### config.mk
export PLATFORM = sky130hd
export DESIGN_NAME = hbs_status_regs
export DESIGN_NICKNAME = d
export VERILOG_FILES = /design/src/shared/hbs_pkg.sv /design/src/design/hbs_fault_flags.sv /design/src/design/hbs_status_regs.sv /design/src/design/hbs_sync3.sv
export VERILOG_INCLUDE_DIRS = /design/src /design/src/shared
export SDC_FILE = /design/constraint.sdc
export NUM_CORES = 1
export LEC_CHECK = 0
export ABC_AREA = 1
export ABC_CLOCK_PERIOD_IN_PS = 1950
export BUFFER_PORTS_ARGS = -buffer_cell sky130_fd_sc_hd__clkbuf_2
export CAP_MARGIN = 20
export CORE_ASPECT_RATIO = 1.75
export CORE_MARGIN = 3
export CORE_UTILIZATION = 40
export CTS_BUF_LIST = sky130_fd_sc_hd__clkbuf_8
export CTS_CLUSTER_SIZE = 28
export DETAILED_ROUTE_END_ITERATION = 10
export HOLD_SLACK_MARGIN = 0.05
export SETUP_SLACK_MARGIN = 0.5
export SYNTH_ARGS = -nofsm -noshare
export SYNTH_HDL_FRONTEND = slang
export SYNTH_SLANG_ARGS = --single-unit
### constraint.sdc
create_clock -name clk_i -period 1.95 [get_ports clk_i]
set_input_delay 0.2925 -clock clk_i [delete_from_list [all_inputs] [get_ports clk_i]]
set_output_delay 0.2925 -clock clk_i [all_outputs]
set_load 0.02 [all_outputs]
### src/shared/hbs_params.svh
// Constants for the high-side fault and bridge general status registers.
// Assumes a 10 MHz clk_i and a register read port fed by the serial core.
`ifndef HBS_PARAMS_SVH
`define HBS_PARAMS_SVH

`define HBS_ADDR_W 7
`define HBS_DATA_W 16
`define HBS_CH_N 4
`define HBS_ADDR_FAULT 7'h46
`define HBS_ADDR_GEN 7'h50
`define HBS_REG_RESET 16'h0000
`define HBS_OT_LSB 10
`define HBS_OL_LSB 5
`define HBS_OC_LSB 0
`define HBS_VOUT_LSB 6
`define HBS_PWM_LSB 0
`define HBS_MODE_DRIVE 2'h3
`define HBS_FAULT_MASK 16'h3DEF
`define HBS_GEN_MASK 16'h03CF
`define HBS_FAULT_RESTART_KEEP 16'h3FFF
`define HBS_GEN_RESTART_KEEP 16'h00C1

`endif

### src/shared/hbs_pkg.sv
// Types shared by the status register bank and its helpers.
// Assumes hbs_params.svh is on the include path.
`include "hbs_params.svh"

package hbs_pkg;

  typedef logic [`HBS_CH_N-1:0] hbs_ch_t;

  typedef struct packed {
    hbs_ch_t ot;
    hbs_ch_t ol;
    hbs_ch_t oc;
  } hbs_fault_s;

  typedef struct packed {
    logic en;
    logic [`HBS_ADDR_W-1:0] addr;
  } hbs_rd_req_s;

  typedef struct packed {
    logic cp_en;
    logic [`HBS_CH_N-1:0][1:0] mode;
  } hbs_bridge_s;

  // Places the three flag groups at their bit fields
  function automatic logic [`HBS_DATA_W-1:0] hbs_fault_word(hbs_fault_s f);
    logic [`HBS_DATA_W-1:0] w;
    w = `HBS_REG_RESET;
    w[`HBS_OT_LSB +: `HBS_CH_N] = f.ot;
    w[`HBS_OL_LSB +: `HBS_CH_N] = f.ol;
    w[`HBS_OC_LSB +: `HBS_CH_N] = f.oc;
    return w;
  endfunction

endpackage

### src/design/hbs_fault_flags.sv
// Sticky per-switch fault flags with clear-on-read.
// Assumes set and clear come from the same clock domain, already synchronised.
module hbs_fault_flags
  import hbs_pkg::*;
(
  input wire logic clk_i,
  input wire logic sys_rst_i,
  input wire logic soft_rst_i,
  input wire hbs_fault_s set_i,
  input wire hbs_fault_s clr_i,
  output hbs_fault_s flags_o
);

  hbs_fault_s flags_q, flags_d;

  always_comb begin
    if (soft_rst_i) begin
      flags_d = '0;
    end else begin
      // A detection in the clearing cycle survives the read
      flags_d = (flags_q & ~clr_i) | set_i;
    end
  end

  always_ff @(posedge clk_i) begin
    if (sys_rst_i) begin
      flags_q <= '0;
    end else begin
      flags_q <= flags_d;
    end
  end

  assign flags_o = flags_q;
endmodule

### src/design/hbs_status_regs.sv
// Read-only status bank: high-side fault flags and bridge general status.
// Assumes the serial core issues one-cycle reads; detectors and pins are asynchronous.
`include "hbs_params.svh"

module hbs_status_regs
  import hbs_pkg::*;
(
  input wire logic clk_i,
  input wire logic sys_rst_i,
  input wire logic soft_rst_i,
  input wire logic restart_i,
  input wire hbs_rd_req_s rd_req_i,
  input wire hbs_fault_s fault_det_i,
  input wire hbs_bridge_s bridge_ctrl_i,
  input wire logic [`HBS_CH_N-1:0] bridge_vds_low_i,
  input wire logic [`HBS_CH_N-1:0] pwm_pin_i,
  output logic [`HBS_DATA_W-1:0] rd_data_o,
  output logic rd_valid_o
);

  localparam int FW = $bits(hbs_fault_s);

  ////////////////////////////////////////////////////////////////////////
  // Input synchronisation
  hbs_fault_s fault_sync;
  logic [`HBS_CH_N-1:0] vds_sync;
  logic [`HBS_CH_N-1:0] pwm_sync;

  hbs_sync3 #(.WIDTH(FW)) u_sync_fault (
    .clk_i(clk_i),
    .sys_rst_i(sys_rst_i),
    .async_i(fault_det_i),
    .sync_o(fault_sync)
  );

  hbs_sync3 #(.WIDTH(2 * `HBS_CH_N)) u_sync_pins (
    .clk_i(clk_i),
    .sys_rst_i(sys_rst_i),
    .async_i({bridge_vds_low_i, pwm_pin_i}),
    .sync_o({vds_sync, pwm_sync})
  );

  ////////////////////////////////////////////////////////////////////////
  // Fault flags, cleared by a read of their register
  logic fault_rd;
  hbs_fault_s fault_clr;
  hbs_fault_s flags;

  assign fault_rd = rd_req_i.en && (rd_req_i.addr == `HBS_ADDR_FAULT);
  // Only bits seen by this read are cleared; restart holds them
  assign fault_clr = (fault_rd && !restart_i) ? flags : '0;

  hbs_fault_flags u_flags (
    .clk_i(clk_i),
    .sys_rst_i(sys_rst_i),
    .soft_rst_i(soft_rst_i),
    .set_i(fault_sync),
    .clr_i(fault_clr),
    .flags_o(flags)
  );

  ////////////////////////////////////////////////////////////////////////
  // General status: live levels, snapshot each cycle
  logic [`HBS_DATA_W-1:0] gen_q, gen_d;
  logic [`HBS_CH_N-1:0] vout;

  always_comb begin
    for (int i = 0; i < `HBS_CH_N; i++) begin
      vout[i] = bridge_ctrl_i.cp_en && (bridge_ctrl_i.mode[i] == `HBS_MODE_DRIVE)
                && vds_sync[i];
    end
    if (soft_rst_i) begin
      gen_d = `HBS_REG_RESET;
    end else if (restart_i) begin
      gen_d = gen_q & `HBS_GEN_RESTART_KEEP;
    end else begin
      gen_d = `HBS_REG_RESET;
      gen_d[`HBS_VOUT_LSB +: `HBS_CH_N] = vout;
      gen_d[`HBS_PWM_LSB +: `HBS_CH_N] = pwm_sync;
    end
  end

  always_ff @(posedge clk_i) begin
    if (sys_rst_i) begin
      gen_q <= `HBS_REG_RESET;
    end else begin
      gen_q <= gen_d;
    end
  end

  ////////////////////////////////////////////////////////////////////////
  // Read port: data one cycle after the request, unmapped reads return zero
  logic [`HBS_DATA_W-1:0] rd_data_q, rd_data_d;
  logic rd_valid_q, rd_valid_d;

  always_comb begin
    rd_valid_d = rd_req_i.en;
    rd_data_d = `HBS_REG_RESET;
    if (rd_req_i.en) begin
      case (rd_req_i.addr)
        `HBS_ADDR_FAULT: rd_data_d = hbs_fault_word(flags) & `HBS_FAULT_MASK;
        `HBS_ADDR_GEN: rd_data_d = gen_q & `HBS_GEN_MASK;
        default: rd_data_d = `HBS_REG_RESET;
      endcase
    end
  end

  always_ff @(posedge clk_i) begin
    if (sys_rst_i) begin
      rd_data_q <= `HBS_REG_RESET;
      rd_valid_q <= 1'b0;
    end else begin
      rd_data_q <= rd_data_d;
      rd_valid_q <= rd_valid_d;
    end
  end

  assign rd_data_o = rd_data_q;
  assign rd_valid_o = rd_valid_q;
endmodule

### src/design/hbs_sync3.sv
// Three-stage synchroniser for pin and analog comparator levels.
// Assumes inputs are asynchronous to clk_i; output changes once stages 2 and 3 agree.
module hbs_sync3 #(
  parameter int WIDTH = 4
) (
  input wire logic clk_i,
  input wire logic sys_rst_i,
  input wire logic [WIDTH-1:0] async_i,
  output logic [WIDTH-1:0] sync_o
);

  logic [WIDTH-1:0] s1_q, s2_q, s3_q, out_q;
  logic [WIDTH-1:0] s1_d, s2_d, s3_d, out_d;

  always_comb begin
    s1_d = async_i;
    s2_d = s1_q;
    s3_d = s2_q;
    // Agreement filter hides a single metastable resolution
    for (int i = 0; i < WIDTH; i++) begin
      out_d[i] = (s2_q[i] == s3_q[i]) ? s3_q[i] : out_q[i];
    end
  end

  always_ff @(posedge clk_i) begin
    if (sys_rst_i) begin
      s1_q <= '0;
      s2_q <= '0;
      s3_q <= '0;
      out_q <= '0;
    end else begin
      s1_q <= s1_d;
      s2_q <= s2_d;
      s3_q <= s3_d;
      out_q <= out_d;
    end
  end

  assign sync_o = out_q;

endmodule

==> impl_metrics.json, run 1 <==
{
  "areaGrowthSynthToFinish_pct": 21.58,
  "cts_setup_buffers": 0,
  "peakVddDrop_mv": 0.4679,
  "wl_per_cell_um": 9.619,
  "grt_setup_unrepaired": "false",
  "p_per_area_nw_per_um2": 1001,
  "placed_cells": 565,
  "globalRoute.busiestLayer": "met2",
  "status": "completed",
  "worstPathArrival_ps": 880,
  "fin_crit_sh_pct": 60.28,
  "utilization_pct": 50.16,
  "via_per_inst": 4.238,
  "slowest_stage": "dfxtp_1",
  "overflow": 0,
  "gp_congestion": 0.8436,
  "fmax_mhz": 850.8,
  "grt_util_met1_pct": 12.86,
  "start_util_pct": 41.26,
  "cap_violations": 0,
  "numCtsBuffers": 17,
  "cts_max_path_buffers": 2,
  "fin_tns_setup_ps": 0,
  "crit_type": "reg2out",
  "layout.nets": 516,
  "boundaryPins": 58,
  "grt_pass1_wl_mm": 10.21,
  "critPathMaxStageDelay_ps": 320,
  "drt-total-wl_mm": 5.810,
  "grt_max_degree": 33,
  "rows": 45,
  "clkSinkCount": 114,
  "grt_pass1_vias": 2531,
  "ant_nets": 0,
  "worst-path-max-fanout": 1,
  "synth_seq_area_share_pct": 63.38,
  "final_cell_mix": "114 x dfxtp_1, 88 x inv_1, 73 x nor2_1, 54 x clkbuf_2, 42 x a21oi_1",
  "cp-end-kind": "primary output",
  "worstSkewPairLatency_ps": 410,
  "yosys_warnings": 0,
  "mostFrequentLayoutCell": "dfxtp_1",
  "leakage_nw": 1.852,
  "core_area_sq_um": 8727,
  "instances_no_fill": 604,
  "multi_input_area_sq_um": 923.4,
  "setup.worst_path.start_class": "flip-flop",
  "finalClockSkew_ps": 5.374,
  "synth_area_sq_um": 3601,
  "track_usage_pct": 12.73,
  "cp_top_family": "flip-flops",
  "drc": 0,
  "cp.required_ps": 1660,
  "drt_pass1_iterations": 4,
  "vias": 2560,
  "path_clk_slew_ps": 60,
  "syn_inst": 403,
  "hold_class": "in2reg",
  "antenna_found_initial": 0,
  "use_met2_pct": 20.85,
  "fp.dieW_um": 77.73,
  "dp_hpwl_mm": 4.221,
  "fillCellCount": 856,
  "ctsResizeCount": 0,
  "cp_num_buf_inv": 1,
  "cts_tree": "done",
  "area.sequential_sq_um": 2282,
  "die_h_um": 131.5,
  "hold_viol": 0,
  "finalSetupViolations": 0,
  "ys_types": 20,
  "synth.ff_latch_count": 114,
  "io_buffers": 54,
  "period_minus_slack_ps": 1175,
  "path_cells": "clkbuf_2",
  "synth_area_per_cell_sq_um": 8.935,
  "die_area_sq_um": 10220,
  "drive_above_1_share_pct": 19.30,
  "finalMaxSlewViolations": 0,
  "grt_util_met3_pct": 4.047,
  "drt_iter0_drc": 55,
  "diodes": 0,
  "htreeDepth": 4,
  "cts.root.buffer_cell": "clkbuf_8"
}
## layer usage
layer | wire, um | part of all wire (%)
met5 | 0 | 0
met4 | 285 | 4.9
met3 | 292 | 5.0
met2 | 2818 | 49
met1 | 2413 | 42
## final timing paths
check | from | end | slack, ps | cells past startpoint
setup / recovery | rd_data_o[2]$_SDFF_PP0_ | rd_data_o[2] | 770 | 1
hold / removal | fault_det_i[0] | u_sync_fault.s1_q[0]$_SDFF_PP0_ | 80 | 3
setup reg to reg | u_sync_pins.s2_q[7]$_SDFF_PP0_ | u_sync_pins.sync_o[7]$_SDFFE_PP0N_ | 1230 | 2
hold reg to reg | u_sync_fault.s1_q[0]$_SDFF_PP0_ | u_sync_fault.s2_q[0]$_SDFF_PP0_ | 400 | 2
## sequential cells by signal (all words and copies together) (netlist names)
name,flops
u_sync_pins.s3_q,8
rd_data_o,13
u_sync_pins.s1_q,8
u_flags.flags_o,12
u_sync_fault.sync_o,12
u_sync_pins.s2_q,8
u_sync_fault.s2_q,12
u_sync_fault.s3_q,12
gen_q,8
rd_valid_o,1
u_sync_fault.s1_q,12
u_sync_pins.sync_o,8
## synth_stat cells, drive strengths merged
cell type	number	area [sq um]
a211oi	18	135.1
nand3	11	67.57
nor3	4	20.02
buf	14	83.83
o21ai	3	15.01
a21oi	42	210.2
dfxtp	114	2282
inv	85	319.1
and3	1	6.260
nand2	30	120.1
nor2	78	325.3
conb	1	3.750
nand4	2	12.51
## area by class of cell
class / instances / area share (%)
multi-input combinational: 192 / 21.09
clock buffer: 21 / 6.602
sequential: 114 / 52.13
timing repair buffer: 65 / 8.517
clock inverter: 10 / 1.029
inverter: 85 / 7.288
tap: 117 / 3.344
## report_power, final
part	total [mW]	switching (mW)	leakage (nW)	internal, mW
clock	1.80	0.828	0.196	0.973
sequential	2.40	0.0187	0.929	2.38
combinational	0.176	0.102	0.727	0.0737
## kinds of logic after synthesis
group	synth area share (%)
buffers and inverters	11.19
other	0.1041
and+or+nand+nor	15.32
DFF	63.38
AOI/OAI and AO/OA	10.01
## through the flow
step	setup slack [ps]	instance area, sq um	power (mW)	hold WS, ps
global placement	699.1	3964	2.616	389.6
detailed placement	670.5	3964	2.621	392.3
finish	774.6	4378	4.380	76.19
global route	694.1	4378	4.575	55.59
floorplan	921.4	3608	2.561	388.3
CTS	732.1	4378	4.450	51.80
## timing repair
action                     CTS  global route
hold buffers                 8             0
hold endpoints to repair     8             0
setup endpoints to repair    0             0
Note: power is estimated with default switching activity, not from simulation.
==> run 2: changes to the inputs <==
--- a/config.mk
+++ b/config.mk
@@ -7,7 +7,7 @@
 export NUM_CORES = 1
 export LEC_CHECK = 0
 export ABC_AREA = 1
-export ABC_CLOCK_PERIOD_IN_PS = 1950
+export ABC_CLOCK_PERIOD_IN_PS = 1100
 export BUFFER_PORTS_ARGS = -buffer_cell sky130_fd_sc_hd__clkbuf_2
 export CAP_MARGIN = 20
 export CORE_ASPECT_RATIO = 1.75
==> constraint.sdc (replaced) <==
create_clock -name clk_i -period 1.1 [get_ports clk_i]
set_input_delay 0.165 -clock clk_i [delete_from_list [all_inputs] [get_ports clk_i]]
set_output_delay 0.165 -clock clk_i [all_outputs]
set_load 0.02 [all_outputs]
==> impl_metrics.json, run 2 (synthesis gave the netlist of run 1 again) <==
{
  "worstPathArrival_ps": 850,
  "whs_ps": -15.09,
  "drt_pass1_iterations": 4,
  "worst-path-max-fanout": 1,
  "setup.worst_path.start_class": "flip-flop",
  "design_area_sq_um": 5426,
  "layout.nets": 546,
  "diodes": 0,
  "cts.root.buffer_cell": "clkbuf_8",
  "drt-total-wl_mm": 6.760,
  "worstSkewPairLatency_ps": 410,
  "clkSinkCount": 114,
  "dp_hpwl_mm": 4.412,
  "placed_cells": 568,
  "rows": 45,
  "grt_pass1_vias": 2718,
  "cp_num_buf_inv": 1,
  "hold_viol": 1,
  "overflow": 0,
  "areaGrowthSynthToFinish_pct": 50.69,
  "io_buffers": 54,
  "die_area_sq_um": 10220,
  "fin_tns_setup_ps": 0,
  "wl_per_cell_um": 10.65,
  "p_per_area_nw_per_um2": 1512,
  "violations": "negative hold slack",
  "peakVddDrop_mv": 0.8246,
  "finalSetupViolations": 0,
  "htreeDepth": 4,
  "grt_max_degree": 33,
  "gp_congestion": 0.7449,
  "cp_top_family": "flip-flops",
  "finalMaxSlewViolations": 0,
  "cts_hold_buf": 20,
  "cp.required_ps": 940,
  "drt_iter0_drc": 64,
  "place_area_sq_um": 4269,
  "status": "finished with violations",
  "drive_above_1_share_pct": 60.42,
  "finalClockSkew_ps": 7.316,
  "cts_max_path_buffers": 2,
  "hold_class": "in2reg",
  "numCtsBuffers": 17,
  "boundaryPins": 58,
  "critPathMaxStageDelay_ps": 320,
  "start_util_pct": 41.26,
  "path_clk_slew_ps": 60,
  "path_cells": "buf_8",
  "fmax_mhz": 981.1,
  "crit_type": "reg2out",
  "largest_reg_flops": 13,
  "via_per_inst": 4.391,
  "grt_setup_unrepaired": "true",
  "core_area_sq_um": 8727,
  "utilization_pct": 62.18,
  "slowest_stage": "dfxtp_2",
  "instances_no_fill": 635,
  "final_cell_mix": "68 x dfxtp_2, 62 x nor2_1, 48 x inv_1, 46 x dfxtp_1, 38 x a21oi_2",
  "vias": 2788,
  "period_minus_slack_ps": 1019,
  "mostFrequentLayoutCell": "dfxtp_2",
  "antenna_found_initial": 0,
  "cap_violations": 0,
  "drc": 0,
  "die_h_um": 131.5,
  "fin_crit_sh_pct": 92.66,
  "track_usage_pct": 14.25,
  "cts_tree": "done",
  "cp-end-kind": "primary output",
  "fp.dieW_um": 77.73,
  "ant_nets": 0,
  "leakage_nw": 2.146,
  "grt_pass1_wl_mm": 11.45
}
run 2: power breakdown:
group / switching (mW) / internal, mW
Sequential: 0.0491 / 4.23
Combinational: 0.265 / 0.241
Clock: 1.49 / 1.93
run 2: what timing repair did:
item / CTS / global route
setup endpoints to repair: 58 / 72
cloned: 1 / 1
hold endpoints to repair: 24 / 6
setup buffers: 9 / 4
gates resized for setup: 96 / 85
pin swaps: 41 / 35
run 2: layer usage:
layer | part of all wire, % | up-vias | routed length, um | global-route usage (%)
met2 | 56 | 66 | 3754 | 24.86
met3 | 4.9 | 16 | 329 | 5.075
met4 | 2.3 | 0 | 155 | 8.614
met1 | 37 | 1267 | 2520 | 14.04
met5 | 0 | - | 0 | 0
li1 | - | 1439 | - | -
run 2: cell type report:
class / instances / area (sq um)
fillers: 764 / 3301
flip-flops and latches: 114 / 2367
multi-input cells: 193 / 1343
repair buffers: 93 / 847.1
inverters: 85 / 350.3
clock buffers: 24 / 330.3
well taps: 117 / 146.4
clock inverters: 8 / 35.03
repair inverters: 1 / 7.507
run 2: path summary, 6_finish.rpt:
kind	from	slack (ps)	endpoint	depth (start not counted)
worst max register to register	u_sync_pins.sync_o[5]$_SDFFE_PP0N_	410	gen_q[7]$_SDFFE_PP0N_	2
worst max-delay path	rd_data_o[7]$_SDFF_PP0_	80	rd_data_o[7]	1
worst min register to register	u_sync_pins.s1_q[0]$_SDFF_PP0_	390	u_sync_pins.s2_q[0]$_SDFF_PP0_	2
worst min-delay path	sys_rst_i	-20	u_sync_fault.s1_q[1]$_SDFF_PP0_	2
run 2: per-stage QoR:
stage	total power, mW	worst slack (ps)
after floorplan	4.620	218.4
after global placement	4.721	-7.605
after detailed placement	4.735	-26.44
after CTS	8.286	22.72
after global routing	8.581	32.42
final	8.206	80.76
